===== config.mk =====
export PLATFORM = sky130hd
export DESIGN_NAME = ssc_top
export DESIGN_NICKNAME = d
export VERILOG_FILES = /design/src/include/ssc_pkg.sv /design/src/logic/ssc_commutator.sv /design/src/logic/ssc_rev_timer.sv /design/src/logic/ssc_top.sv
export SDC_FILE = /design/constraint.sdc
export NUM_CORES = 1
export LEC_CHECK = 0
export BUFFER_PORTS_ARGS = -buffer_cell sky130_fd_sc_hd__buf_2
export CAP_MARGIN = 20
export CORE_ASPECT_RATIO = 1.75
export CORE_MARGIN = 1
export CORE_UTILIZATION = 52
export DETAILED_ROUTE_END_ITERATION = 8
export PLACE_DENSITY = 0.73
export REMOVE_ABC_BUFFERS = 1
export SLEW_MARGIN = 5
export SYNTH_ARGS = -nofsm -noshare
export SYNTH_HDL_FRONTEND = slang
export SYNTH_SLANG_ARGS = --single-unit

===== constraint.sdc =====
create_clock -name pclk -period 4 [get_ports pclk]
set_input_delay 0.2 -clock pclk [delete_from_list [all_inputs] [get_ports pclk]]
set_output_delay 0.2 -clock pclk [all_outputs]
set_load 0.1 [all_outputs]

===== src/include/ssc_pkg.sv =====
package ssc_pkg;
    // ------------------------------------------------------------
    // timing
    // ------------------------------------------------------------
    localparam int CLK_HZ        = 100_000_000;
    localparam int REF_HZ        = 4_000_000;
    localparam int DIV_CYCLES    = CLK_HZ / REF_HZ;
    localparam int REF_DELAY_US  = 16490;
    localparam int MAXW_TIME_US  = 16830;
    localparam int STOP_TIME_MS  = 2000;
    localparam int BRAKE_B_RPM   = 2440;
    localparam int REF_TICKS     = REF_DELAY_US * (REF_HZ / 1_000_000);
    localparam int MAXW_TICKS    = MAXW_TIME_US * (REF_HZ / 1_000_000);
    localparam int STOP_TICKS    = STOP_TIME_MS * (REF_HZ / 1000);
    localparam int BRAKE_B_TICKS = (60 * REF_HZ + BRAKE_B_RPM - 1) / BRAKE_B_RPM;
    localparam int CNT_W         = 24;
    localparam int CODES_PER_REV = 12;
    localparam int CODES_PER_CYC = 6;
    // ------------------------------------------------------------
    // register map
    // ------------------------------------------------------------
    localparam int          ADDR_W        = 8;
    localparam logic [7:0]  OFS_CTRL      = 8'h00;
    localparam logic [7:0]  OFS_STATUS    = 8'h04;
    localparam logic [7:0]  OFS_IRQ_STAT  = 8'h08;
    localparam logic [7:0]  OFS_IRQ_MASK  = 8'h0C;
    localparam logic [7:0]  OFS_PERIOD    = 8'h10;
    localparam logic [31:0] CTRL_RESET    = 32'h0000_0001;
    localparam int          CTRL_REG_EN   = 0;
    localparam int          ST_SUPPLY     = 0;
    localparam int          ST_STATE      = 1;
    localparam int          ST_FAULT      = 3;
    localparam int          ST_SPEED_OK   = 4;
    localparam int          ST_STOPPED    = 5;
    localparam int          ST_VALID      = 6;
    localparam int          IRQ_W         = 4;
    localparam int          EV_FAULT      = 0;
    localparam int          EV_SPEED_IN   = 1;
    localparam int          EV_SPEED_OUT  = 2;
    localparam int          EV_STOPPED    = 3;
    // ------------------------------------------------------------
    // types
    // ------------------------------------------------------------
    typedef enum logic [1:0] {
        ST_IDLE   = 2'b00,
        ST_SPIN   = 2'b01,
        ST_BRAKE1 = 2'b11,
        ST_BRAKE2 = 2'b10
    } ssc_state_e;
    typedef struct packed {
        logic [2:0] hi;
        logic [2:0] lo;
    } ssc_coil_s;
endpackage : ssc_pkg


===== src/logic/ssc_commutator.sv =====
`timescale 1ns/1ps
`default_nettype none
module ssc_commutator
    import ssc_pkg::*;
(
    input  wire logic       clk,
    input  wire logic       rst_n,
    input  wire logic       ce,
    input  wire logic [2:0] hall,
    output ssc_coil_s       pattern,
    output logic            bad_code,
    output logic            marker
);
    logic [2:0] hall_q_r;
    logic       half_r;
    logic       wrap;

    // ------------------------------------------------------------
    // position code to coil pair, counterclockwise torque
    // ------------------------------------------------------------
    always_comb begin
        bad_code = 1'b0;
        case (hall)
            3'b000:  pattern = '{hi: 3'b001, lo: 3'b010};
            3'b100:  pattern = '{hi: 3'b001, lo: 3'b100};
            3'b110:  pattern = '{hi: 3'b010, lo: 3'b100};
            3'b111:  pattern = '{hi: 3'b010, lo: 3'b001};
            3'b011:  pattern = '{hi: 3'b100, lo: 3'b001};
            3'b001:  pattern = '{hi: 3'b100, lo: 3'b010};
            default: begin
                pattern  = '{hi: 3'b000, lo: 3'b000};
                bad_code = 1'b1;
            end
        endcase
    end

    // ------------------------------------------------------------
    // one marker per two code cycles (one revolution)
    // ------------------------------------------------------------
    assign wrap   = (hall_q_r == 3'b001) && (hall == 3'b000);
    assign marker = ce && wrap && half_r;

    always_ff @(posedge clk or negedge rst_n) begin
        if (!rst_n) begin
            hall_q_r <= 3'b000;
            half_r   <= 1'b0;
        end else if (ce) begin
            hall_q_r <= hall;
            if (wrap) begin
                half_r <= ~half_r;
            end
        end
    end
endmodule : ssc_commutator
`default_nettype wire


===== src/logic/ssc_rev_timer.sv =====
`timescale 1ns/1ps
`default_nettype none
module ssc_rev_timer
    import ssc_pkg::*;
(
    input  wire logic             clk,
    input  wire logic             rst_n,
    input  wire logic             ce,
    input  wire logic             tick,
    input  wire logic             marker,
    output logic [CNT_W-1:0]      running,
    output logic [CNT_W-1:0]      period,
    output logic                  valid,
    output logic                  upd
);
    logic pend_r;
    logic started_r;

    // ------------------------------------------------------------
    // revolution time in reference ticks, saturating
    // ------------------------------------------------------------
    always_ff @(posedge clk or negedge rst_n) begin
        if (!rst_n) begin
            pend_r    <= 1'b0;
            started_r <= 1'b0;
            running   <= '1;
            period    <= '1;
            valid     <= 1'b0;
            upd       <= 1'b0;
        end else if (ce) begin
            upd <= 1'b0;
            if (marker) begin
                pend_r <= 1'b1;
            end
            if (tick && (pend_r || marker)) begin
                pend_r    <= 1'b0;
                running   <= CNT_W'(1);
                started_r <= 1'b1;
                if (started_r) begin
                    period <= running;
                    valid  <= 1'b1;
                    upd    <= 1'b1;
                end
            end else if (tick && running != '1) begin
                running <= running + 1'b1;
            end
        end
    end
endmodule : ssc_rev_timer
`default_nettype wire


===== src/logic/ssc_top.sv =====
// Overview of operation
// - motor powered only while spin request low
// - supply on needs request and door latched
// - twelve segments, two coils, counterclockwise torque
// - position from three hall sensor levels
// - hold speed between 3564 and 3636 rpm
// - full width above 16.83 ms, linear down
// - marker starts 16.49 ms reference delay
// - comparator time sets drive gate on-time
// - coils driven only while gate high
// - flag bad hall sensor as fault
// - speed ok only in window, no fault
// - halted when last revolution exceeds two seconds
// - emergency retract on dc power loss
// - release brakes stage one, stage two slow
//
// Implementation choices: register access over APB and the register addresses.
`timescale 1ns/1ps
`default_nettype none
module ssc_top
    import ssc_pkg::*;
#(
    parameter int REF_T    = REF_TICKS,
    parameter int MAXW_T   = MAXW_TICKS,
    parameter int STOP_T   = STOP_TICKS,
    parameter int BRAKEB_T = BRAKE_B_TICKS
) (
    input  wire logic              pclk,
    input  wire logic              presetn,
    input  wire logic              ce,
    input  wire logic              psel,
    input  wire logic              penable,
    input  wire logic              pwrite,
    input  wire logic [ADDR_W-1:0] paddr,
    input  wire logic [31:0]       pwdata,
    output logic [31:0]            prdata,
    output logic                   pready,
    output logic                   pslverr,
    input  wire logic              motor_run_n,
    input  wire logic              door_locked_n,
    input  wire logic              dc_power_ok,
    input  wire logic              hall_sensor_a,
    input  wire logic              hall_sensor_b,
    input  wire logic              hall_sensor_c,
    output logic                   supply_on,
    output ssc_coil_s              coil,
    output logic                   brake_a,
    output logic                   brake_b,
    output logic                   motor_fault,
    output logic                   speed_ok_n,
    output logic                   disk_stopped_n,
    output logic                   emerg_retract,
    output logic                   irq
);
    localparam logic [CNT_W-1:0] REF_C    = CNT_W'(REF_T);
    localparam logic [CNT_W-1:0] MAXW_C   = CNT_W'(MAXW_T);
    localparam logic [CNT_W-1:0] SPAN_C   = CNT_W'(MAXW_T - REF_T);
    localparam logic [CNT_W-1:0] STOP_C   = CNT_W'(STOP_T);
    localparam logic [CNT_W-1:0] BRAKEB_C = CNT_W'(BRAKEB_T);
    localparam logic [4:0]       DIV_LAST = 5'(DIV_CYCLES - 1);

    ssc_state_e       state_r, state_nxt;
    ssc_coil_s        pattern;
    logic [4:0]       div_r;
    logic             tick, bad_code, marker, valid, upd, gate_r, slow, stopped, in_window, wr, rd_ok;
    logic [CNT_W-1:0] running, period, duty_r, pwm_r;
    logic [31:0]      ctrl_r, rdata;
    logic [IRQ_W-1:0] irq_stat_r, irq_mask_r, events;

    // ------------------------------------------------------------
    // 4 MHz reference tick
    // ------------------------------------------------------------
    assign tick = (div_r == DIV_LAST);

    always_ff @(posedge pclk or negedge presetn) begin
        if (!presetn) begin
            div_r <= 5'h00;
        end else if (ce) begin
            div_r <= tick ? 5'h00 : div_r + 5'h01;
        end
    end

    // ------------------------------------------------------------
    // position sensing and revolution timing
    // ------------------------------------------------------------
    ssc_commutator u_comm (
        .clk      (pclk),
        .rst_n    (presetn),
        .ce       (ce),
        .hall     ({hall_sensor_a, hall_sensor_b, hall_sensor_c}),
        .pattern  (pattern),
        .bad_code (bad_code),
        .marker   (marker)
    );

    ssc_rev_timer u_rev (
        .clk     (pclk),
        .rst_n   (presetn),
        .ce      (ce),
        .tick    (tick),
        .marker  (marker),
        .running (running),
        .period  (period),
        .valid   (valid),
        .upd     (upd)
    );

    assign slow      = (running >= BRAKEB_C) || (valid && period >= BRAKEB_C);
    assign stopped   = (running >= STOP_C) || (valid && period >= STOP_C);
    assign in_window = valid && (period >= REF_C) && (period <= MAXW_C);

    // ------------------------------------------------------------
    // width regulation, once per revolution
    // ------------------------------------------------------------
    always_ff @(posedge pclk or negedge presetn) begin
        if (!presetn) begin
            duty_r <= SPAN_C;
        end else if (ce) begin
            if (!valid || stopped) begin
                duty_r <= SPAN_C;
            end else if (upd) begin
                if (period >= MAXW_C) begin
                    duty_r <= SPAN_C;
                end else if (period <= REF_C) begin
                    duty_r <= '0;
                end else begin
                    duty_r <= period - REF_C;
                end
            end
        end
    end

    always_ff @(posedge pclk or negedge presetn) begin
        if (!presetn) begin
            pwm_r  <= '0;
            gate_r <= 1'b0;
        end else if (ce) begin
            if (tick) begin
                pwm_r <= (pwm_r >= SPAN_C - 1'b1) ? '0 : pwm_r + 1'b1;
            end
            gate_r <= (pwm_r < duty_r) || !ctrl_r[CTRL_REG_EN];
        end
    end

    // ------------------------------------------------------------
    // run and braking sequence
    // ------------------------------------------------------------
    always_comb begin
        state_nxt = state_r;
        case (state_r)
            ST_IDLE:   state_nxt = !motor_run_n ? ST_SPIN : ST_IDLE;
            ST_SPIN:   state_nxt = motor_run_n ? ST_BRAKE1 : ST_SPIN;
            ST_BRAKE1, ST_BRAKE2: begin
                if (!motor_run_n) begin
                    state_nxt = ST_SPIN;
                end else if (stopped) begin
                    state_nxt = ST_IDLE;
                end else if (slow) begin
                    state_nxt = ST_BRAKE2;
                end
            end
            default:   state_nxt = ST_IDLE;
        endcase
    end

    always_ff @(posedge pclk or negedge presetn) begin
        if (!presetn) begin
            state_r   <= ST_IDLE;
            supply_on <= 1'b0;
            brake_a   <= 1'b0;
            brake_b   <= 1'b0;
            coil      <= '0;
        end else if (ce) begin
            state_r   <= state_nxt;
            supply_on <= !motor_run_n && !door_locked_n;
            brake_a   <= (state_nxt == ST_BRAKE1) || (state_nxt == ST_BRAKE2);
            brake_b   <= (state_nxt == ST_BRAKE2);
            if (gate_r && !motor_run_n && !door_locked_n) begin
                coil <= pattern;
            end else begin
                coil <= '0;
            end
        end
    end

    // ------------------------------------------------------------
    // status outputs
    // ------------------------------------------------------------
    always_ff @(posedge pclk or negedge presetn) begin
        if (!presetn) begin
            motor_fault    <= 1'b0;
            speed_ok_n     <= 1'b1;
            disk_stopped_n <= 1'b0;
            emerg_retract  <= 1'b0;
        end else if (ce) begin
            motor_fault    <= bad_code || (motor_fault && !motor_run_n);
            speed_ok_n     <= !(in_window && !bad_code && !motor_fault);
            disk_stopped_n <= !stopped;
            emerg_retract  <= !dc_power_ok;
        end
    end

    // ------------------------------------------------------------
    // interrupts
    // ------------------------------------------------------------
    assign events[EV_FAULT]     = bad_code && !motor_fault;
    assign events[EV_SPEED_IN]  = speed_ok_n && in_window && !bad_code && !motor_fault;
    assign events[EV_SPEED_OUT] = !speed_ok_n && !(in_window && !bad_code && !motor_fault);
    assign events[EV_STOPPED]   = disk_stopped_n && stopped;

    always_ff @(posedge pclk or negedge presetn) begin
        if (!presetn) begin
            irq_stat_r <= '0;
            irq        <= 1'b0;
        end else if (ce) begin
            if (wr && paddr == OFS_IRQ_STAT) begin
                irq_stat_r <= (irq_stat_r & ~pwdata[IRQ_W-1:0]) | events;
            end else begin
                irq_stat_r <= irq_stat_r | events;
            end
            irq <= |(irq_stat_r & irq_mask_r);
        end
    end

    // ------------------------------------------------------------
    // apb slave, one wait state
    // ------------------------------------------------------------
    assign wr    = psel && penable && !pready && pwrite;
    assign rd_ok = (paddr == OFS_CTRL) || (paddr == OFS_STATUS) || (paddr == OFS_IRQ_STAT)
                   || (paddr == OFS_IRQ_MASK) || (paddr == OFS_PERIOD);

    always_comb begin
        rdata = 32'h0000_0000;
        case (paddr)
            OFS_CTRL:     rdata = ctrl_r;
            OFS_STATUS:   begin
                rdata[ST_SUPPLY]            = supply_on;
                rdata[ST_STATE +: 2]        = state_r;
                rdata[ST_FAULT]             = motor_fault;
                rdata[ST_SPEED_OK]          = !speed_ok_n;
                rdata[ST_STOPPED]           = !disk_stopped_n;
                rdata[ST_VALID]             = valid;
            end
            OFS_IRQ_STAT: rdata[IRQ_W-1:0] = irq_stat_r;
            OFS_IRQ_MASK: rdata[IRQ_W-1:0] = irq_mask_r;
            OFS_PERIOD:   rdata[CNT_W-1:0] = period;
            default:      rdata = 32'h0000_0000;
        endcase
    end

    always_ff @(posedge pclk or negedge presetn) begin
        if (!presetn) begin
            pready     <= 1'b0;
            pslverr    <= 1'b0;
            prdata     <= 32'h0000_0000;
            ctrl_r     <= CTRL_RESET;
            irq_mask_r <= '0;
        end else if (ce) begin
            pready  <= psel && penable && !pready;
            pslverr <= psel && penable && !pready && !rd_ok;
            if (psel && penable && !pready && !pwrite) begin
                prdata <= rdata;
            end
            if (wr && paddr == OFS_CTRL) begin
                ctrl_r <= {31'h0000_0000, pwdata[CTRL_REG_EN]};
            end
            if (wr && paddr == OFS_IRQ_MASK) begin
                irq_mask_r <= pwdata[IRQ_W-1:0];
            end
        end
    end
endmodule : ssc_top
`default_nettype wire


==> results.md, run 1 <==
- STA puts the critical path data required time at 4.27 ns.
- The number of distinct standard cells referenced by the synthesized netlist is 68.
- The category of the critical setup timing path is flop to flop.
- The area growth from synthesis to layout is 12.7%.
- The number of port buffers is 63.
- The clock reaches the later pin of the worst-skew pair after 0.43 ns.
- Setup repair after global routing left no endpoint under its margin.
- The HPWL after detailed placement is 14,500 µm.
- The maximum number of pins on one net before global-route repair is 107.
- Clock tree synthesis selected as its root buffer the cell sky130_fd_sc_hd__clkbuf_16.
- The sequential fraction of the synthesis area is 49.9%.
- In this run the biggest area consumer among cell types represents roughly a third of the synthesized area.
- For this design the static power due to leakage is 4.18 nW.
- Global routing finished with a remaining overflow of 0.
- The I/O pin total is 100.
- The first detailed-routing pass ran for 5 iterations.
- In this run the tightest slew margin relative to its limit is 37.2%.
- The filler cell count in the final layout is 1,335.
- In this run the cell area of the synthesized design comes to 8170 µm².
- After technology mapping, the gate count stands at 823.
- The sum of negative setup slack is 0 ns.
- The max-cap violation count is 0.
- The starting utilization of the core area is 53.1%.
- The number of hold-slack violations in the final timing report is 0.
- Yosys mapped a number of flops with a built-in enable equal to 0.
- In the post-synthesis netlist, the biggest area contributors are sky130_fd_sc_hd__dfrtp_1 (32%), sky130_fd_sc_hd__dfstp_2 (17%), sky130_fd_sc_hd__ha_1 (5.1%).
- The final cell count without fillers is 1,081.
- The count of final setup violators is 0.
- The combined global-route utilization of all metal layers is 25.4%.
- The number of pins exceeding their max-slew limit in the final report is 0.
- Counting flops with an async set or reset pin after synthesis yields a share of 100%.
- Along the worst path, the maximum fanout reaches 21.
- Each instance of the synthesized netlist takes up on average 9.92 µm².
- The number of global-route vias before repair is 6,456.
- The detailed router placed 6,403 vias in this run.
- In this run, synthesis produced a sequential element count of 160.
- The initial antenna violation count is 0.
- For this run, the post-layout net count is 967.
- The flow ran to the end, and the final reports show no timing, DRC or antenna violations.
- In the routed design, unresolved DRC markers number 0.
- The number of sinks on the clock net is 160.
- For the worst setup path, the data arrival time is 2.93 ns.
- After clock tree synthesis, the clock-pin slew on the worst setup and hold paths is 0.07 ns.
- The final weighted congestion in routability-driven placement is around 0.90.
- After layout, the worst path uses between 60% and 70% of the clock period.
- The register cell area after layout is 4070 µm².
- The worst hold slack is 0.0290 ns.
- At the pin with the least slew margin, the transition time is 0.942 ns.
- The first global-routing pass estimated 32,500 µm of wire.
- Row generation in the floorplan step produced 60 rows.
- Timing would allow up to 0.376 GHz.
- The number of gates resized after CTS was 0.
- The worst setup path is launched from a flop.
- The width of the chip is 96.7 µm.
- TritonCTS built the clock tree.
- The vias per cell is 5.92.
- IR analysis of the VDD net gives a maximum drop of 0.261 mV.
- The post-placement worst setup slack is 1.44 ns.
- The worst setup path is captured at a flop.
- The post-route clock skew is 0.0124 ns.
- The main flop type after synthesis is sky130_fd_sc_hd__dfrtp_1.
- Across all setup checks in the final design, the least slack found is 1.34 ns.
- The average wire length per cell after detail routing is approximately 18 µm.
- Among all cell types in the netlist, the one instantiated most often is sky130_fd_sc_hd__dfrtp_1.
- Sorting the synthesized cells by how often they occur yields sky130_fd_sc_hd__dfrtp_1 (106), sky130_fd_sc_hd__nand2_1 (95), sky130_fd_sc_hd__nor2_1 (73).
- Once placement completed, the tool counted placed cells totaling roughly 1,000.
- Of all cell types, the one taking the most synthesized area is sky130_fd_sc_hd__dfrtp_1.
- The number of warning messages in the yosys log is 0.
- The path class of the tightest hold or removal check is input port to flop.
- The final critical delay including setup and external delays is between 2 and 3 ns.
- The placeable core region is approximately 15,000 µm².
- The share of layout cells above drive strength 1 is 22.0%.
- The DRC violation total after the first TritonRoute iteration is 292.
- The remaining antenna violation count after routing is 0.
- The wire length reported by the detailed router is 19,800 µm.
- The multi-input combinational cells in the finished layout cover a total of around 3800 µm².
- The overall die area is 16,200 µm².
- The number of antenna diodes in the final layout is 0.
- The H-tree was split into 4 levels.
- The power density over the cells is roughly 410 nW/µm².
- The maximum number of buffers from clock root to sink is 2.
- The die span in y is 168 µm.
- TritonCTS created 17 clock buffers.
==> flip-flops by register name (all words and copies together), names as in the netlist, 3 cells and up <==
register and count:
coil 6, div_r 5, duty_r 24, irq_mask_r 4, irq_stat_r 4, prdata 24
pwm_r 24, u_comm.hall_q_r 3, u_rev.period 24, u_rev.running 24
==> final timing paths <==
check / start / end / slack, ns / depth (start not counted)
max in group asynchronous: presetn / ctrl_r[0] / 2.51 / 3
min in group asynchronous: presetn / prdata[16] / 0.47 / 2
min reg2reg: u_rev.started_r / u_rev.started_r / 0.47 / 1
max reg2reg: pwm_r[0] / pwm_r[8] / 1.34 / 6
min: pwdata[3] / irq_mask_r[3] / 0.03 / 2
max: pwm_r[0] / pwm_r[8] / 1.34 / 6
==> timing repair <==
item,in CTS,in global routing
buffers inserted,0,0
hold buffers,2,0
endpoints found under the hold margin,67,0
==> cell type report <==
| cell class | count | share of cell area, % |
|---|---|---|
| inverters | 43 | 1.75 |
| clock inverters | 13 | 1.28 |
| flip-flops and latches | 160 | 44.2 |
| clock buffers | 19 | 4.81 |
| multi-input cells | 587 | 40.9 |
| repair buffers | 73 | 4.45 |
| well taps | 186 | 2.53 |
==> cell usage in the layout (no fill, tap or decap), types with 7 or more instances in the layout <==
master                      count
sky130_fd_sc_hd__xor2_1        18
sky130_fd_sc_hd__o21ai_0       64
sky130_fd_sc_hd__mux2i_1        7
sky130_fd_sc_hd__a21oi_1       25
sky130_fd_sc_hd__nor4_1        10
sky130_fd_sc_hd__a22o_1         8
sky130_fd_sc_hd__inv_1         43
sky130_fd_sc_hd__nor2_1        73
sky130_fd_sc_hd__a31oi_1       11
sky130_fd_sc_hd__nand3_1       29
sky130_fd_sc_hd__clkbuf_16     17
sky130_fd_sc_hd__ha_1          33
sky130_fd_sc_hd__and2_1        12
sky130_fd_sc_hd__dfstp_2       54
sky130_fd_sc_hd__conb_1         8
sky130_fd_sc_hd__a21o_1         9
sky130_fd_sc_hd__mux2_2        28
sky130_fd_sc_hd__buf_2         62
sky130_fd_sc_hd__nor3_1        18
sky130_fd_sc_hd__xnor2_1       12
sky130_fd_sc_hd__nand2_1       95
sky130_fd_sc_hd__nand4_1       20
sky130_fd_sc_hd__buf_4          7
sky130_fd_sc_hd__and3_1        16
sky130_fd_sc_hd__dfrtp_1      106
==> where the power goes <==
part / internal, mW / total, mW / switching, mW / leakage [nW]
clock: 0.834 / 1.55 / 0.713 / 0.267
sequential: 1.71 / 1.79 / 0.0774 / 1.98
combinational: 0.118 / 0.422 / 0.304 / 1.93
total: 2.66 / 3.76 / 1.09 / 4.18
==> metal layers <==
metal  global-route usage [%]  part of all wire, %  vias up
met5                        0                    0        -
met4                     11.7                  2.8        0
met3                     3.49                  2.8       43
met2                     48.5                   57      159
met1                     27.4                   37     3165
li1                         -                    -     3036
==> worst max-delay path: stages (launching register included) <==
cell and delay [ns]:
sky130_fd_sc_hd__dfrtp_1 0.41, sky130_fd_sc_hd__ha_1 0.24, sky130_fd_sc_hd__a311o_1 0.19, sky130_fd_sc_hd__a21oi_1 0.06, sky130_fd_sc_hd__o311ai_0 0.72, sky130_fd_sc_hd__and2_1 0.74
sky130_fd_sc_hd__nor2_1 0.14
==> logic make-up after synthesis <==
logic type	count (synthesis)	synth area share, %
and+or+nand+nor	313	19.4
AOI/OAI and AO/OA	168	13.4
DFF	160	49.9
buffers and inverters	83	4.34
muxes	35	4.72
adders and majority gates	33	5.06
xor gates and xnor gates	30	3.22
other	1	0.0459
==> per-stage QoR <==
| step | util [%] | instance area, µm² | power (mW) |
|---|---|---|---|
| floorplan | - | 8000 | 2.09 |
| global placement | 55.9 | 8610 | 2.22 |
| detailed placement | 55.9 | 8610 | 2.24 |
| CTS | 59.7 | 9190 | 3.78 |
| global route | 59.8 | 9200 | 3.91 |
| finish | 59.8 | 9200 | 3.76 |
Power figures use the tool's default switching activity.
==> run 2, diff against run 1 <==
- ABC_AREA: default -> 1
- PLACE_DENSITY: 0.73 -> 0.75
- clock period: 4 -> 2.2 ns (I/O delays scaled with it)
==> run 2 against run 1 <==
Register-to-register slack lost 1.2 ns. Clock power grew 81%. First-iteration DRC count grew 51%. Final cell count grew 40%. Synthesized cell count grew 44%. Combinational power grew to 7.1 times the previous value.
==> results.md, run 2 <==
- The flow ran to the end, and the final reports show no timing, DRC or antenna violations.
- The type of element launching the critical path is a flop.
- The number of pins exceeding their max-slew limit in the final report was 0.
- The share of layout cells above drive strength 1 is 17.2%.
- The number of buffers created by CTS is 17.
- Data arrives at the worst endpoint at 2.44 ns.
- The depth of the worst register-to-register path is 9.
- The first TritonRoute pass finished after 5 iterations.
- The required time at the worst-slack endpoint is 2.57 ns.
- The top cell types in the final layout, fill and taps aside, are sky130_fd_sc_hd__nand2_1 (330), sky130_fd_sc_hd__inv_1 (136), sky130_fd_sc_hd__nor2_1 (132).
- The worst setup path is captured at a flop.
- The clock drives 160 sinks.
- The synthesized netlist contains 44 unique library cells.
- The final worst setup slack is between 0.1 and 0.15 ns.
- The average wire length per cell after detail routing is 14.8 µm.
- The number of hold-slack violations in the final timing report came to 0.
- The number of global-route vias before repair is 7,877.
- The final routed DRC violation total is 0.
- Counting instances in the post-synthesis netlist gives the leading cell types as sky130_fd_sc_hd__nand2_1 (331), sky130_fd_sc_hd__inv_1 (136), sky130_fd_sc_hd__nor2_1 (135).
- Sorting the synthesized cells by area gives the leading types as sky130_fd_sc_hd__dfrtp_1 (29%), sky130_fd_sc_hd__dfstp_2 (16%), sky130_fd_sc_hd__nand2_1 (14%).
- The combined global-route utilization of all metal layers is a little over a quarter.
- Static timing analysis puts the maximum clock frequency at 0.482 GHz.
- In this run the number of H-tree levels came out at 4.
- The remaining antenna violation count after routing is 0.
- Once layout is complete, the utilization of the core stands at a little over 60%.
- After detailed routing, the number of vias per cell comes to roughly 5.2.
- The reg-to-reg endpoint is u_rev.running[17].
- The I/O pin total is 100.
- Including well taps, the total number of placed cells is 1,465.
- In the final layout, the multi-input gates occupy 4220 µm².
- The initial antenna violation count is 0.
- For this configuration, the core starts out at a cell density of between 50% and 60%.
- The antenna diode count is 0.
- The clock-pin transition on the worst setup and hold timing paths is 0.06 ns.
- Leaving out fill and tap cells, the most frequent cell in the layout is sky130_fd_sc_hd__nand2_1.
- In the post-synthesis netlist, the cell with the most instances is sky130_fd_sc_hd__nand2_1.
- For this run, the number of standard cells in the final layout without fillers is 1,512.
- Setup repair after global routing left no endpoint under its margin.
- Counting instances, the worst hold path has a depth of 3.
- The category of the critical setup timing path is flop to flop.
- The maximum number of buffers from clock root to sink is 2.
- The main flop type after synthesis is sky130_fd_sc_hd__dfrtp_1.
- The total power is 9.82 mW.
- The number of nets in the layout is 1,357.
- For the final database, setup skew stands at 0.00874 ns.
- Timing analysis after detailed placement gives a worst setup slack of 0.0816 ns.
- The clock tree root driver cell is sky130_fd_sc_hd__clkbuf_16.
- The number of placement rows is 63.
- Measured against its own limit, the worst slew margin works out to 47.9%.
- The filler cell count in the final layout is 1,574.
- The clock period could shrink to 2.07 ns.
- Synthesis produced between 1,000 and 1,500 cells.
- The synthesis-to-layout area growth is 14.5%.
- Of the post-synthesis cell area, the dominant cell type holds about 29%.
- The DRC violation total after the first TritonRoute iteration is around 440.
- The wire length reported by the detailed router is ~22,000 µm.
- The final weighted congestion in routability-driven placement is 1.00.
- Entering global routing, the biggest net connects 66 pins.
- In this run the static leakage power is approximately 5.2 nW.
- The total overflow left after global routing is 0.
- The die covers 18,000 µm².
- The register cell area after layout is 4070 µm².
- The count of final setup violators is 0.
- The number of warning messages in the yosys log is 0.
- The setup check on the worst reg-to-reg path leaves a slack of 0.13 ns.
- The worst hold path endpoint is irq_stat_r[2].
- The number of enable-type register cells in the synthesized netlist is 0.
- The die span in y is between 150 and 200 µm.
- The width of the chip is between 100 and 150 µm.
- The wire length of the first global-routing pass is approximately 37,000 µm.
- The sum of negative setup slack is 0 ns.
- The number of synthesized register bits is between 150 and 200.
- Buffers placed on the I/O ports in this run total 63.
- Detailed routing inserted a total of 7,917 vias.
- Along the worst path, the maximum fanout reaches 5.
- In this run the cell area of the synthesized design comes to roughly 9100 µm².
- The top cell type by total area after synthesis is sky130_fd_sc_hd__dfrtp_1.
- The worst reg2reg path startpoint is u_rev.running[6].
- The HPWL after detailed placement is 17,000 µm.
- VDD sags by at most roughly 0.61 mV.
- The proportion of synthesized flip-flops having asynchronous set or reset is 100%.
- The worst hold path begins at ce.
- The latest clock arrival within the worst-skew pair is about 0.44 ns.
- The final period utilization is roughly 94%.
- Once layout is done, the placed cells without fillers occupy between 10,000 and 15,000 µm².
- The transition time of the tightest slew-check pin is 0.780 ns.
- The class of the worst hold path is input port to flop.
- The worst hold slack is 0.0327 ns.
- The sequential fraction of the synthesis area is 45.0%.
- The area of placed instances is 9630 µm².
- The power density over the cells is 947 nW/µm².
- Max-cap violations in this run came to 0.
- The synthesized area per cell is 7.63 µm².
- The placeable core region is 17,000 µm².
- The CTS tree is yes.
-- run 2: changes by cell type after synthesis, moves of 19 or more --
cell / previous run / this run
sky130_fd_sc_hd__nand2_1: 95 / 331
sky130_fd_sc_hd__inv_1: 43 / 136
sky130_fd_sc_hd__nor2_1: 73 / 135
sky130_fd_sc_hd__o21ai_1: 2 / 63
sky130_fd_sc_hd__nand3_1: 29 / 71
sky130_fd_sc_hd__mux2_2: 28 / 0
sky130_fd_sc_hd__inv_2: 0 / 19
-- run 2: cells by family after synthesis --
| family | count (synthesis) | share of synthesized area [%] |
|---|---|---|
| adder cells (fa/ha/maj) | 33 | 4.56 |
| other | 1 | 0.0414 |
| AND/OR/NAND/NOR | 611 | 29.0 |
| XOR/XNOR | 26 | 2.52 |
| flip-flops | 160 | 45.0 |
| AO/OA/AOI/OAI | 161 | 9.76 |
| buffers and inverters | 195 | 9.18 |
-- run 2: cell type report --
class | instances | share of cell area (%)
repair buffers | 98 | 6.32
well taps | 227 | 2.74
clock inverters | 7 | 0.579
clock buffers | 25 | 4.78
inverters | 155 | 5.61
flip-flops and latches | 160 | 39.3
multi-input cells | 840 | 40.7
-- run 2: what timing repair did --
item / 4_1_cts / 5_1_grt
hold endpoints to repair: 65 / 0
hold buffers: 12 / 0
setup buffers: 0 / 2
resized for setup: 0 / 8
setup endpoints to repair: 0 / 52
-- run 2: where the power goes --
group / switching (mW) / internal, mW / total, mW
sequential: 0.487 / 3.54 / 4.03
combinational: 2.00 / 0.983 / 2.98
clock: 1.15 / 1.66 / 2.81
-- run 2: worst max-delay path: stages (launching register included) --
cell	delay, ns
sky130_fd_sc_hd__dfstp_2	0.58
sky130_fd_sc_hd__inv_2	0.07
sky130_fd_sc_hd__nor3_1	0.53
sky130_fd_sc_hd__nand2_1	0.17
sky130_fd_sc_hd__nor2_1	0.13
sky130_fd_sc_hd__nand2_1	0.14
sky130_fd_sc_hd__xor2_1	0.17
sky130_fd_sc_hd__nor2_1	0.09
sky130_fd_sc_hd__nand2_1	0.06
sky130_fd_sc_hd__o21ai_2	0.06
-- run 2: routing by layer --
| layer | wire, µm | GRT usage [%] |
|---|---|---|
| met5 | 0 | 0 |
| met1 | 8420 | 28.9 |
| met2 | 12000 | 48.0 |
| met4 | 1270 | 17.1 |
| met3 | 695 | 4.71 |
-- run 2: worst max path at each step --
stage,start,endpoint,cells past startpoint
2_1_floorplan,div_r[0],u_rev.running[10],8
3_3_place_gp,div_r[0],u_rev.period[18],10
3_5_place_dp,u_rev.period[17],duty_r[19],8
4_1_cts,div_r[0],u_rev.period[13],10
5_1_grt,div_r[0],pwm_r[9],11
6_report,u_rev.running[6],u_rev.running[17],9
